## config.mk

```make
export PLATFORM = sky130hd
export DESIGN_NAME = dcpwm_top
export DESIGN_NICKNAME = d
export VERILOG_FILES = /design/src/common/dcpwm_pkg.sv /design/src/verilog/dcpwm_top.sv /design/src/verilog/dcpwm_channel.sv
export SDC_FILE = /design/constraint.sdc
export NUM_CORES = 1
export LEC_CHECK = 0
export BUFFER_PORTS_ARGS = -buffer_cell sky130_fd_sc_hd__buf_4
export CAP_MARGIN = 20
export CORE_MARGIN = 5
export CORE_UTILIZATION = 55
export CTS_CLUSTER_DIAMETER = 40
export CTS_CLUSTER_SIZE = 40
export DETAILED_ROUTE_END_ITERATION = 8
export GPL_ROUTABILITY_DRIVEN = 0
export PLACE_DENSITY = 0.76
export SLEW_MARGIN = 15
export SYNTH_ARGS = -nofsm -noshare
export SYNTH_HDL_FRONTEND = slang
export SYNTH_HIERARCHICAL = 1
export SYNTH_SLANG_ARGS = --single-unit
export TNS_END_PERCENT = 1
```

## constraint.sdc

```tcl
create_clock -name sys_clk -period 2.06 [get_ports sys_clk]
set_clock_uncertainty 0.1 [all_clocks]
set_input_delay 0.206 -clock sys_clk [delete_from_list [all_inputs] [get_ports sys_clk]]
set_output_delay 0.206 -clock sys_clk [all_outputs]
set_load 0.05 [all_outputs]
```

## src/common/dcpwm_pkg.sv

```systemverilog
// Package for the dual-channel pulse-width modulator: addresses, fields, carriers
package dcpwm_pkg;

	// --------------------------------------------------------------------------
	// Special function register addresses
	// --------------------------------------------------------------------------
	localparam logic [7:0] DCPWM_ADDR_PERIOD_CTRL = 8'hB2;
	localparam logic [7:0] DCPWM_ADDR_DUTY_A      = 8'hA1;
	localparam logic [7:0] DCPWM_ADDR_DUTY_B      = 8'hA2;

	// --------------------------------------------------------------------------
	// Field positions and reset values
	// --------------------------------------------------------------------------
	localparam int         DCPWM_RES_MSB       = 7;
	localparam int         DCPWM_RES_LSB       = 6;
	localparam int         DCPWM_PRESCALE_MSB  = 5;
	localparam int         DCPWM_PRESCALE_LSB  = 2;
	localparam int         DCPWM_EN_B_BIT      = 1;
	localparam int         DCPWM_EN_A_BIT      = 0;
	localparam logic [7:0] DCPWM_RESET_CTRL    = 8'h00;
	localparam logic [7:0] DCPWM_RESET_DUTY    = 8'h00;

	// Period lengths in prescaled counts for 5, 6, 7 and 8 bit resolution
	localparam logic [7:0] DCPWM_PERIOD_5B = 8'h1F;
	localparam logic [7:0] DCPWM_PERIOD_6B = 8'h3F;
	localparam logic [7:0] DCPWM_PERIOD_7B = 8'h7F;
	localparam logic [7:0] DCPWM_PERIOD_8B = 8'hFF;

	// Register access strobe carrier from the core
	typedef struct packed {
		logic       wr;
		logic       rd;
		logic [7:0] addr;
		logic [7:0] wdata;
	} dcpwm_sfr_req_t;

	// Shared timing settings passed to each channel
	typedef struct packed {
		logic       tick;
		logic [7:0] count;
		logic [7:0] mask;
	} dcpwm_timebase_t;

endpackage

```

## src/verilog/dcpwm_top.sv

```systemverilog
// Dual-channel pulse-width modulator with three special function registers
//
// Summary of operation
// - Control bits 7:6 pick 31/63/127/255 period
// - Core clock divided by prescale field plus one
// - Control bit 1 enables second channel pin
// - Control bit 0 enables first channel pin
// - Shared period and prescale, separate duty registers
// - Duty uses low resolution bits over period
// - Duty write takes effect immediately
// - Registers at 0xB2, 0xA1, 0xA2, read/write
`timescale 1ns/10ps
`default_nettype none
module dcpwm_top
	import dcpwm_pkg::*;
(
	input  wire logic           sys_clk,
	input  wire logic           reset_n,
	input  wire logic           clk_en,
	input  wire dcpwm_sfr_req_t sfr_req,
	output logic [7:0]          sfr_rdata_q,
	output logic                sfr_hit_q,
	output logic                pulse_out_a,
	output logic                pulse_out_b
);

	// --------------------------------------------------------------------------
	// Register file
	// --------------------------------------------------------------------------
	logic [7:0] period_ctrl_reg_q;
	logic [7:0] duty_reg_a_q;
	logic [7:0] duty_reg_b_q;
	logic       sel_ctrl;
	logic       sel_a;
	logic       sel_b;
	logic       wr_ctrl;
	logic       wr_duty_a;
	logic       wr_duty_b;
	logic       rd_mapped;

	// Address decode of the three special function registers
	always_comb begin
		sel_ctrl = 1'b0;
		sel_a    = 1'b0;
		sel_b    = 1'b0;
		if (sfr_req.addr == DCPWM_ADDR_PERIOD_CTRL) begin
			sel_ctrl = 1'b1;
		end else if (sfr_req.addr == DCPWM_ADDR_DUTY_A) begin
			sel_a = 1'b1;
		end else if (sfr_req.addr == DCPWM_ADDR_DUTY_B) begin
			sel_b = 1'b1;
		end
	end

	// Write strobes carry the clock enable, so a frozen core can never
	// slip a write into a register while the rest of the block stands still
	assign wr_ctrl   = clk_en && sfr_req.wr && sel_ctrl;
	assign wr_duty_a = clk_en && sfr_req.wr && sel_a;
	assign wr_duty_b = clk_en && sfr_req.wr && sel_b;

	// Only the three mapped addresses answer a read
	assign rd_mapped = sfr_req.rd && (sel_ctrl || sel_a || sel_b);

	// Control register writes
	always_ff @(posedge sys_clk) begin
		if (!reset_n) begin
			period_ctrl_reg_q <= DCPWM_RESET_CTRL;
		end else if (wr_ctrl) begin
			period_ctrl_reg_q <= sfr_req.wdata;
		end
	end

	// Duty register writes; no shadowing, so the new value acts at once
	always_ff @(posedge sys_clk) begin
		if (!reset_n) begin
			duty_reg_a_q <= DCPWM_RESET_DUTY;
			duty_reg_b_q <= DCPWM_RESET_DUTY;
		end else begin
			if (wr_duty_a) begin
				duty_reg_a_q <= sfr_req.wdata;
			end
			if (wr_duty_b) begin
				duty_reg_b_q <= sfr_req.wdata;
			end
		end
	end

	// Read data; unmapped addresses read zero and leave the hit flag low
	always_ff @(posedge sys_clk) begin
		if (!reset_n) begin
			sfr_rdata_q <= 8'h00;
			sfr_hit_q   <= 1'b0;
		end else if (clk_en) begin
			sfr_hit_q <= rd_mapped;
			if (!sfr_req.rd) begin
				sfr_rdata_q <= 8'h00;
			end else if (sel_ctrl) begin
				sfr_rdata_q <= period_ctrl_reg_q;
			end else if (sel_a) begin
				sfr_rdata_q <= duty_reg_a_q;
			end else if (sel_b) begin
				sfr_rdata_q <= duty_reg_b_q;
			end else begin
				sfr_rdata_q <= 8'h00;
			end
		end
	end

	// --------------------------------------------------------------------------
	// Shared timebase
	// --------------------------------------------------------------------------
	logic [3:0]      prescale;
	logic [1:0]      res_sel;
	logic [7:0]      period_top;
	logic [3:0]      pre_cnt_q;
	logic [7:0]      per_cnt_q;
	logic            tick;
	dcpwm_timebase_t timebase;

	assign prescale = period_ctrl_reg_q[DCPWM_PRESCALE_MSB:DCPWM_PRESCALE_LSB];
	assign res_sel  = period_ctrl_reg_q[DCPWM_RES_MSB:DCPWM_RES_LSB];

	// Period length for the selected resolution; also the duty bit mask
	always_comb begin
		case (res_sel)
			2'h0:    period_top = DCPWM_PERIOD_5B;
			2'h1:    period_top = DCPWM_PERIOD_6B;
			2'h2:    period_top = DCPWM_PERIOD_7B;
			default: period_top = DCPWM_PERIOD_8B;
		endcase
	end

	// Prescaler: one tick every prescale+1 core clocks
	assign tick = (pre_cnt_q >= prescale);
	always_ff @(posedge sys_clk) begin
		if (!reset_n) begin
			pre_cnt_q <= 4'h0;
		end else if (clk_en) begin
			pre_cnt_q <= tick ? 4'h0 : pre_cnt_q + 4'h1;
		end
	end

	// Period counter runs 0..top-1, so a period is top counts long.
	// A resolution change that leaves the count above top wraps at once.
	always_ff @(posedge sys_clk) begin
		if (!reset_n) begin
			per_cnt_q <= 8'h00;
		end else if (clk_en && tick) begin
			per_cnt_q <= (per_cnt_q >= period_top - 8'h01) ? 8'h00 : per_cnt_q + 8'h01;
		end
	end

	assign timebase.tick  = tick;
	assign timebase.count = per_cnt_q;
	assign timebase.mask  = period_top;

	// --------------------------------------------------------------------------
	// Output channels
	// --------------------------------------------------------------------------
	logic [1:0] ch_en;
	logic [1:0] ch_pulse;
	logic [7:0] ch_duty [2];

	assign ch_en[0]   = period_ctrl_reg_q[DCPWM_EN_A_BIT];
	assign ch_en[1]   = period_ctrl_reg_q[DCPWM_EN_B_BIT];
	assign ch_duty[0] = duty_reg_a_q;
	assign ch_duty[1] = duty_reg_b_q;

	// One compare channel per output, sharing the timebase
	for (genvar ch = 0; ch < 2; ch++) begin : g_ch
		dcpwm_channel u_channel (
			.sys_clk  (sys_clk),
			.reset_n  (reset_n),
			.clk_en   (clk_en),
			.timebase (timebase),
			.duty     (ch_duty[ch]),
			.enable   (ch_en[ch]),
			.pulse_q  (ch_pulse[ch])
		);
	end

	// Channel flip-flops drive the pins directly; disabled channels sit low
	assign pulse_out_a = ch_pulse[0];
	assign pulse_out_b = ch_pulse[1];

endmodule
`default_nettype wire

```

## src/verilog/dcpwm_channel.sv

```systemverilog
// One output channel: compares the shared period count with its duty value
`timescale 1ns/10ps
`default_nettype none
module dcpwm_channel
	import dcpwm_pkg::*;
(
	input  wire logic            sys_clk,
	input  wire logic            reset_n,
	input  wire logic            clk_en,
	input  wire dcpwm_timebase_t timebase,
	input  wire logic [7:0]      duty,
	input  wire logic            enable,
	output logic                 pulse_q
);

	logic pulse_d;

	// Duty is taken live, so a write mid-period acts on the next compare
	always_comb begin
		pulse_d = enable && ((timebase.count & timebase.mask) < (duty & timebase.mask));
	end

	// Registered so the pin never sees a compare glitch
	always_ff @(posedge sys_clk) begin
		if (!reset_n) begin
			pulse_q <= 1'b0;
		end else if (clk_en) begin
			pulse_q <= pulse_d;
		end
	end

endmodule
`default_nettype wire

```

==> results.md, run 1 <==
* Status: complete, no violations
* Antenna viol nets, final at 0
* RSZ-0062 raised after global routing: no
* CP arrival at 2.08 ns
* H-tree levels at 2
* Die ar. at 6550 um2
* Design area at 3270 um2
* I/O pin count at 32
* Synth Area in Compound Gates at 0.210
* Initial core utilization at 0.575
* Sw Share at 0.248
* Drt total wl at 6800 um
* Final cycle utilization of the critical path at 0.938
* Fraction of registers with async set/reset at 0
* GR Util met3 at 0.0366
* Pleak at 0.00127 uW
* Sequential Power Share at 0.553
* Met2 usage at 0.349
* Root Driver: clkbuf_8
* Vias per inst at 5.58
* Post-CTS Hold Fix Bufs at 0
* Worst Setup End Kind: flop
* Post-synthesis simple-gate area fraction at 0.288
* Nets at 439
* DP Area at 3170 um2
* Routed WL per cell at 14.7 um
* IO Port Bufs at 31
* Startpoint types: flop
* Ant. Diodes at 0
* CTS Sinks at 47
* Synthesized area at 2770 um2
* Logic pwr share at 0.084
* PwrDens at 507 nW/um2
* Dominant synthesized flop cell: dfxtp_1
* Required @ worst endpoint at 2.21 ns
* Total Power at 1660 uW
* Maximum VDD drop at 0.447 mV
* Setup TNS at 0 ns
* Drt first pass iters at 4
* Met1 Resource Use GR at 0.304
* Int Pwr at 1240 uW
* #FFs+latches synth at 47
* Synth Warn # at 6
* Total GRT Usage at 0.222
* Clock Pin Slew Worst Setup and Hold Paths at 0.09 ns
* Layout cell share with drive strength beyond 1 at 0.170
* CTS Buf Count at 5
* Initial antenna violation count at 0
* Post-synthesis sequential area ratio at 0.340
* Finished Layout Cells at 462
* Tmin final at 1.93 ns
* Netlist cell types at 53
* Die height at 81.0 um
* Fraction of synthesized cell area in xor and xnor cells at 0.00316
* CTS tree: yes
* Post-CTS Setup Bufs at 0
* Synth-to-layout area growth at 18.0%
* Vias at 2577
* Commonest non-fill, non-tap cell in the layout: nand2_1
* Cells after synthesis at 339
* Gr ovfl total at 0
* Largest net degree at the start of global routing at 28
* DRC Markers at 0
* Clk_lat worst skew at 0.31 ns
* Most frequent cells in the layout: nand2_1, dfxtp_1, buf_4
* Longest Clk Path Bufs at 2
* DP Wirelength at 5190 um
* Post-CTS Resized at 0
* First-pass GRT wire length at 11200 um
* Critical Path Fanout Max at 5
* Post-synth EDFFs at 0
* Critical path class: reg -> reg
* # fillers at 455
* Synth Area in Adders at 0.108
* Final setup violation count at 0
* Core Region at 4820 um2
* Iteration-0 DRC Markers at 154
* Syn_area_per_cell at 8.17 um2
* Max Cap Viol at 0
* Peak Freq at 0.518 GHz
* Placed Cells at 454
* Main combinational cell family by area after synthesis: simple AND/OR/NAND/NOR gates
* Net Sw Power at 411 uW
* Final Hold Fails at 0
* Worst hold path class: in -> reg
* Clock network power share at 0.363
* Most Used Layer, Global Route: met2
* Mux share of post-synthesis cell area at 0
* Max Transition Viols Final at 0
* Die Wd at 81.0 um
* Vias in the first global route at 2399
* Row count at 25
## cell type report
| type | instances | area (um2) | share of cell area |
|---|---|---|---|
| inverters | 15 | 56.3 | 0.0172 |
| well taps | 67 | 83.8 | 0.0257 |
| multi-input cells | 281 | 1760 | 0.538 |
| flip-flops and latches | 47 | 941 | 0.288 |
| repair buffers | 44 | 330 | 0.101 |
| clock inverters | 2 | 16.3 | 0.00498 |
| clock buffers | 6 | 82.6 | 0.0253 |
## final timing paths
path / start / endpoint / slack [ns] / cells after the start
setup / recovery: period_ctrl_reg_q[6]$_SDFFE_PN0P_ / per_cnt_q[1]$_SDFFE_PN0P_ / 0.13 / 7
hold / removal: sfr_req[3] / duty_reg_b_q[3]$_SDFFE_PN0P_ / 0.06 / 3
setup reg to reg: period_ctrl_reg_q[6]$_SDFFE_PN0P_ / per_cnt_q[1]$_SDFFE_PN0P_ / 0.13 / 7
hold reg to reg: sfr_rdata_q[4]$_SDFFE_PN0P_ / sfr_rdata_q[4]$_SDFFE_PN0P_ / 0.35 / 2
## Yosys cell counts (3+ instances only)
cell type	count	area (um2)
nand3_1	31	155
nand4_1	3	18.8
nand4b_1	3	26.3
o21a_1	3	22.5
nor2_1	6	22.5
a22o_1	8	70.1
buf_4	3	22.5
o21ai_0	5	25.0
nand2_1	65	244
ha_1	24	300
o22ai_1	3	18.8
or3_1	3	18.8
clkbuf_1	4	15.0
buf_2	3	15.0
o21ai_1	7	35.0
a21oi_1	42	210
o211ai_1	4	30.0
and2_1	16	100
inv_1	14	52.6
dfxtp_1	47	941
## per-layer routing
layer | vias to the layer above | part of all wire
met3 | 12 | 0.066
met1 | 1175 | 0.46
met5 | - | 0
li1 | 1309 | -
met2 | 81 | 0.46
met4 | 0 | 0.020
## power groups by stage
stage               registers (uW)  clock network, uW  logic (uW)
detailed placement             937                  0         137
finish                         916                601         139
floorplan                      939                  0        66.3
global placement               937                  0         136
global route                   916                653         152
CTS                            916                616         138
## worst max-delay path, stage by stage (launching register included)
cell,delay (ns)
dfxtp_1,0.38
nand2_1,0.09
ha_1,0.34
a21oi_1,0.18
nand2_1,0.11
a21oi_4,0.17
or3b_1,0.38
a21oi_2,0.13
## per-stage QoR
step | utilization | hold slack, ns | worst slack, ns
4_1_cts | 0.678 | 0.0558 | 0.141
3_5_place_dp | 0.658 | 0.341 | 0.173
5_1_grt | 0.678 | 0.0599 | 0.0196
6_report | 0.678 | 0.0646 | 0.128
2_1_floorplan | - | 0.253 | 0.196
3_3_place_gp | 0.658 | 0.338 | 0.233
## cells by family after synthesis
group	after synthesis
AND/OR/NAND/NOR	148
AO/OA/AOI/OAI	90
flip-flops	47
buffers and inverters	28
adder cells (fa/ha/maj)	24
XOR/XNOR	1
other	1
## sequential cells by signal (all words and copies together) (netlist names)
name and count:
duty_reg_b_q 8, g_ch.u_channel/pulse_q 2, duty_reg_a_q 8, sfr_hit_q 1, per_cnt_q 8, pre_cnt_q 4
period_ctrl_reg_q 8, sfr_rdata_q 8
Power figures use the tool's default switching activity.
==> run 2: changes to the inputs <==
- CORE_UTILIZATION: 55 -> 48
- PLACE_DENSITY: 0.76 -> 0.68
==> run 2 against run 1 <==
Hold slack better by 0.0097 ns. Largest cell class unchanged. Highest routed layer unchanged. Die area up 13%. Combinational power down 4%.
==> results.md, run 2 (synthesis results as in run 1) <==
* Net Sw Power at 387 uW (was 411 uW)
* Finished Layout Cells at 464 (was 462)
* Slew @ Worst Pin at 0.596 ns
* Startpoint types: flop (unchanged)
* First-pass GRT wire length at 11600 um (was 11200 um)
* Status: complete, no violations (unchanged)
* Antenna viol nets, final at 0 (unchanged)
* Vias per inst at 5.38 (was 5.58)
* Final setup violation count at 0 (unchanged)
* Setup TNS at 0 ns (unchanged)
* Most frequent cells in the layout: nand2_1, dfxtp_1, a21oi_1 (was nand2_1, dfxtp_1, buf_4)
* Peak Freq at 0.523 GHz (was 0.518 GHz)
* Initial core utilization at 0.500 (was 0.575)
* Die ar. at 7390 um2 (was 6550 um2)
* Routed WL per cell at 14.5 um (was 14.7 um)
* Nets at 436 (was 439)
* Synth-to-layout area growth at 18.1% (was 18.0%)
* Clock Pin Slew Worst Setup and Hold Paths at 0.09 ns (about the same)
* Die height at 86.0 um (was 81.0 um)
* DP Wirelength at 5130 um (was 5190 um)
* CTS tree: yes (unchanged)
* Sw Share at 0.222 (was 0.248)
* Critical Path Fanout Max at 9 (was 5)
* Gr ovfl total at 0 (unchanged)
* Root Driver: clkbuf_8 (unchanged)
* I/O pin count at 32 (unchanged)
* Post-CTS Hold Fix Bufs at 0 (unchanged)
* Initial antenna violation count at 0 (unchanged)
* Commonest non-fill, non-tap cell in the layout: nand2_1 (unchanged)
* Logic pwr share at 0.076 (was 0.084)
* Clk_lat worst skew at 0.30 ns (was 0.31 ns)
* Design area at 3270 um2 (about the same)
* IO Port Bufs at 31 (unchanged)
* Pleak at 0.00127 uW (about the same)
* Drt first pass iters at 4 (unchanged)
* DP Area at 3150 um2 (was 3170 um2)
* Sequential Power Share at 0.524 (was 0.553)
* Clock network power share at 0.400 (was 0.363)
* Drt total wl at 6740 um (was 6800 um)
* PwrDens at 534 nW/um2 (was 507 nW/um2)
* Core Region at 5540 um2 (was 4820 um2)
* Vias in the first global route at 2435 (was 2399)
* Maximum VDD drop at 0.352 mV (was 0.447 mV)
* Die Wd at 86.0 um (was 81.0 um)
* CP arrival at 2.05 ns (was 2.08 ns)
* Ant. Diodes at 0 (unchanged)
* H-tree levels at 2 (unchanged)
* CTS Sinks at 47 (unchanged)
* Max Transition Viols Final at 0 (unchanged)
* Final Hold Fails at 0 (unchanged)
* CTS Buf Count at 5 (unchanged)
* Worst hold path class: in -> reg (unchanged)
* Total GRT Usage at 0.195 (was 0.222)
* Required @ worst endpoint at 2.20 ns (was 2.21 ns)
* Int Pwr at 1360 uW (was 1240 uW)
* Placed Cells at 456 (was 454)
* Longest Clk Path Bufs at 2 (unchanged)
* Largest net degree at the start of global routing at 32 (was 28)
* RSZ-0062 raised after global routing: no (unchanged)
* Tmin final at 1.91 ns (was 1.93 ns)
* Layout cell share with drive strength beyond 1 at 0.166 (was 0.170)
* Iteration-0 DRC Markers at 150 (was 154)
* Vias at 2496 (was 2577)
* Worst Setup End Kind: flop (unchanged)
* Max Cap Viol at 0 (unchanged)
* DRC Markers at 0 (unchanged)
* Final cycle utilization of the critical path at 0.929 (was 0.938)
* Critical path class: reg -> reg (unchanged)
* Slew headroom at 0.601
* Row count at 27 (was 25)
==> run 2: metrics by stage <==
stage                     setup WS [ns]  power (uW)   util  hold slack, ns
after floorplan                   0.196        1000      -           0.253
after global placement            0.140        1070  0.569           0.339
after detailed placement         0.0742        1070  0.569           0.339
after CTS                        0.0601        1760  0.590          0.0661
after global routing             0.0345        1820  0.590          0.0645
final                             0.146        1750  0.590          0.0743
==> run 2: what timing repair did <==
item	CTS	global route
buffers inserted	0	0
gates resized for setup	0	1
hold endpoints to repair	0	0
setup endpoints to repair	0	4
==> run 2: metal layers <==
layer / routed length, um / GRT usage / vias to the layer above
met5: 0 / 0 / -
met4: 63 / 0.0489 / 0
met3: 347 / 0.0317 / 4
met2: 3120 / 0.320 / 55
met1: 3210 / 0.267 / 1140
li1: - / - / 1297
==> run 2: cell type report <==
class                      instances  area [um2]
fill                             557        2270
multi-input combinational        281        1760
sequential                        47         942
timing repair buffer              41         308
tap                               72        90.1
clock buffer                       6        82.6
inverter                          15        56.3
clock inverter                     2        35.0
==> run 2: worst paths after layout <==
check                                                        from                                 to  slack, ns  cells past startpoint
worst min-delay path                                   sfr_req[2]  period_ctrl_reg_q[2]$_SDFFE_PN0P_       0.07                      3
worst max-delay path            period_ctrl_reg_q[7]$_SDFFE_PN0P_          per_cnt_q[1]$_SDFFE_PN0P_       0.15                      7
worst max register to register  period_ctrl_reg_q[7]$_SDFFE_PN0P_          per_cnt_q[1]$_SDFFE_PN0P_       0.15                      7
worst min register to register        sfr_rdata_q[3]$_SDFFE_PN0P_        sfr_rdata_q[3]$_SDFFE_PN0P_       0.35                      2
==> run 2: worst max-delay path, stage by stage, from the launching register on <==
cell     delay [ns]
dfxtp_2        0.40
nand2_1        0.09
ha_1           0.34
a21oi_1        0.16
nand2_1        0.10
a21oi_4        0.16
or3b_1         0.38
a21oi_2        0.13
==> run 2: power by group through the flow <==
stage,Combinational (uW),Clock [uW],Sequential (uW)
global placement,133,0,938
detailed placement,134,0,938
global route,147,751,917
finish,133,698,916
floorplan,66.3,0,939
CTS,134,714,917
==> run 3: changes to the inputs <==
- SYNTH_HIERARCHICAL: 1 -> default
==> run 3 against run 2 <==
Sequential cell count is the same. Highest routed layer unchanged. Sequential power is 3.3% higher. Register-to-register slack worse by 0.02 ns.
==> results.md, run 3 <==
* Status: complete, no violations (unchanged)
* Main combinational cell family by area after synthesis: simple AND/OR/NAND/NOR gates (unchanged)
* Post-synthesis simple-gate area fraction at 0.225 (was 0.288)
* First-pass GRT wire length at 10100 um (was 11600 um)
* Critical Path Source: period_ctrl_reg_q[7]$_SDFFE_PN0P_ (unchanged)
* Mux share of post-synthesis cell area at 0.0953 (was 0)
* Slew @ Worst Pin at 0.806 ns (was 0.596 ns)
* Cells after synthesis at 279 (was 339)
* CP endpoint: per_cnt_q[3]$_SDFFE_PN0P_ (was per_cnt_q[1]$_SDFFE_PN0P_)
* Max Cap Viol at 0 (unchanged)
* Initial antenna violation count at 0 (unchanged)
* Clk_lat worst skew at 0.30 ns (about the same)
* H-tree levels at 2 (unchanged)
* Worst R2R Setup Slack at 0.13 ns (was 0.15 ns)
* Dpl ws at -0.0320 ns (was 0.0742 ns)
* Synth Area in Compound Gates at 0.144 (was 0.210)
* DRC Markers at 0 (unchanged)
* PwrDens at 620 nW/um2 (was 534 nW/um2)
* Drt first pass iters at 4 (unchanged)
* Final hold slack at 0.0813 ns (was 0.0743 ns)
* Post-synthesis sequential area ratio at 0.358 (was 0.340)
* Antenna viol nets, final at 0 (unchanged)
* Pleak at 0.00138 uW (was 0.00127 uW)
* IO Port Bufs at 31 (unchanged)
* Total GRT Usage at 0.176 (was 0.195)
* Synth Area in Adders at 0.114 (was 0.108)
* Nets at 364 (was 436)
* Endpoint of the worst-slack reg-to-reg timing path: per_cnt_q[3]$_SDFFE_PN0P_ (was per_cnt_q[1]$_SDFFE_PN0P_)
* Hold wc startpoint: sfr_req[0] (was sfr_req[2])
* Layout cell share with drive strength beyond 1 at 0.213 (was 0.166)
* Vias per inst at 5.45 (was 5.38)
* Most frequent cells in the layout: dfxtp_1, buf_4, nor2b_1 (was nand2_1, dfxtp_1, a21oi_1)
* Peak Freq at 0.517 GHz (was 0.523 GHz)
* Total area of sequential cells at 941 um2 (was 942 um2)
* Placed Cells at 383 (was 456)
* Vias in the first global route at 2120 (was 2435)
* Slew headroom at 0.461 (was 0.601)
* Die height at 84.0 um (was 86.0 um)
* Netlist cell types at 41 (was 53)
* Root Driver: clkbuf_8 (unchanged)
* Largest net degree at the start of global routing at 30 (was 32)
* Maximum VDD drop at 0.426 mV (was 0.352 mV)
* Synth top area cells: dfxtp_1, ha_1, mux2i_1 (was dfxtp_1, ha_1, nand2_1)
* CTS Buf Count at 5 (unchanged)
* Drt total wl at 5910 um (was 6740 um)
* Iteration-0 DRC Markers at 108 (was 150)
* Worst hold path class: in -> reg (unchanged)
* Count leader, synth: dfxtp_1 (was nand2_1)
* Fraction of registers with async set/reset at 0 (unchanged)
* Fraction of synthesized cell area in xor and xnor cells at 0.0167 (was 0.00316)
* Commonest non-fill, non-tap cell in the layout: dfxtp_1 (was nand2_1)
* Longest Clk Path Bufs at 2 (unchanged)
* Synth cell count leaders: dfxtp_1, nor2b_1, mux2i_1 (was nand2_1, dfxtp_1, a21oi_1)
* Critical Path Fanout Max at 7 (was 9)
* Ant. Diodes at 0 (unchanged)
* Startpoint types: flop (unchanged)
* Gr ovfl total at 0 (unchanged)
* Clock Pin Slew Worst Setup and Hold Paths at 0.09 ns (about the same)
* Setup ws final at 0.125 ns (was 0.146 ns)
* Row count at 27 (unchanged)
* Dominant synthesized flop cell: dfxtp_1 (unchanged)
* Finished Layout Cells at 392 (was 464)
* Die Wd at 84.0 um (was 86.0 um)
* Synth-to-layout area growth at 21.3% (was 18.1%)
* Multi-input gate area at 1620 um2 (was 1760 um2)
* # fillers at 492 (was 557)
* DP Wirelength at 4530 um (was 5130 um)
* I/O pin count at 32 (unchanged)
* RSZ-0062 raised after global routing: no (unchanged)
* Leading area contributor after synthesis: dfxtp_1 (unchanged)
* Synth Warn # at 0 (was 6)
* Core Region at 5410 um2 (was 5540 um2)
* Die ar. at 7050 um2 (was 7390 um2)
* Routed WL per cell at 15.1 um (was 14.5 um)
* Worst R2R Path Depth at 6 (was 7)
* Syn_area_per_cell at 9.41 um2 (was 8.17 um2)
* Critical path class: reg -> reg (unchanged)
* CTS Sinks at 47 (unchanged)
* Post-synth EDFFs at 0 (unchanged)
* #FFs+latches synth at 47 (unchanged)
* Tmin final at 1.93 ns (was 1.91 ns)
* CTS tree: yes (unchanged)
* Max Transition Viols Final at 0 (unchanged)
* Post-CTS Hold Fix Bufs at 0 (unchanged)
* Worst Setup End Kind: flop (unchanged)
* CP arrival at 2.01 ns (was 2.05 ns)
* Vias at 2137 (was 2496)
* Final cycle utilization of the critical path at 0.939 (was 0.929)
* Required @ worst endpoint at 2.13 ns (was 2.20 ns)
* R2r startpoint: period_ctrl_reg_q[7]$_SDFFE_PN0P_ (unchanged)
* Synthesized area at 2630 um2 (was 2770 um2)
* Share of the synthesized area in the top cell type at 0.358 (was 0.340)
* Syn Nets at 324
* Initial core utilization at 0.486 (was 0.500)
* Final Hold Fails at 0 (unchanged)
* Final setup violation count at 0 (unchanged)
==> run 3: cell types whose count changed after synthesis, moves of 7 or more <==
cell      delta
a22oi_1      +8
and2_1      -16
nor2b_1     +27
a21oi_1     -40
a31oi_1     +11
a221o_1      +8
o21ai_1      -7
nor3_1       +9
nand2b_1     +8
nand2_1     -51
mux2i_1     +25
nand3_1     -26
==> run 3: worst max-delay path, cell delays in order (launching register included) <==
cell	delay [ns]
dfxtp_1	0.33
or2_2	0.31
ha_1	0.31
nor4_4	0.28
and4bb_4	0.26
a31oi_1	0.16
a31oi_1	0.06
==> run 3: cell families (layout without fill, tap and decap cells) <==
group                    after synthesis  in the layout
XOR/XNOR                               5              5
multiplexers                          25             25
flip-flops                            47             47
AND/OR/NAND/NOR                       95             96
buffers and inverters                 31             71
adder cells (fa/ha/maj)               24             24
AO/OA/AOI/OAI                         52             52
==> run 3: report_power, final <==
part / total [uW] / internal (uW) / leakage, uW / switching [uW]
combinational: 218 / 106 / 0.000938 / 112
sequential: 946 / 922 / 0.000379 / 23.3
clock: 809 / 484 / 0.0000644 / 325
total: 1970 / 1510 / 0.00138 / 460
==> run 3: cell type report <==
| class | instances | share of cell area |
|---|---|---|
| Clock inverter | 3 | 0.0212 |
| Tap cell | 72 | 0.0283 |
| Sequential cell | 47 | 0.296 |
| Multi-Input combinational cell | 202 | 0.508 |
| Clock buffer | 5 | 0.0216 |
| Timing Repair Buffer | 43 | 0.101 |
| Inverter | 20 | 0.0236 |
==> run 3: repair_timing <==
action	in CTS	in global routing
pin swaps	0	2
gates cloned	0	1
resized for setup	1	9
buffers inserted	0	0
endpoints found under the setup margin	8	8
hold endpoints to repair	0	0
==> run 3: how the worst min path moves through the flow <==
stage	to	cells after the start
detailed placement	sfr_rdata_q[7]$_SDFFE_PN0P_	1
finish	duty_reg_a_q[0]$_SDFFE_PN0P_	3
floorplan	duty_reg_a_q[0]$_SDFFE_PN0P_	2
global placement	sfr_hit_q$_SDFFE_PN0P_	2
CTS	duty_reg_a_q[5]$_SDFFE_PN0P_	3
global route	duty_reg_a_q[5]$_SDFFE_PN0P_	3
==> run 3: stage by stage <==
step	instance area, um2	util	power, uW	setup TNS (ns)
5_1_grt	3180	0.589	2070	0
2_1_floorplan	2630	-	1100	0
4_1_cts	3130	0.579	1980	0
6_report	3180	0.589	1970	0
3_3_place_gp	2990	0.553	1170	0
3_5_place_dp	2990	0.553	1180	-0.120
==> run 3: routing by layer <==
metal | track usage | share of wire | vias to the layer above
li1 | - | - | 1079
met1 | 0.222 | 0.48 | 1016
met2 | 0.294 | 0.47 | 33
met3 | 0.0355 | 0.034 | 9
met4 | 0.0658 | 0.017 | 0
met5 | 0 | 0 | -
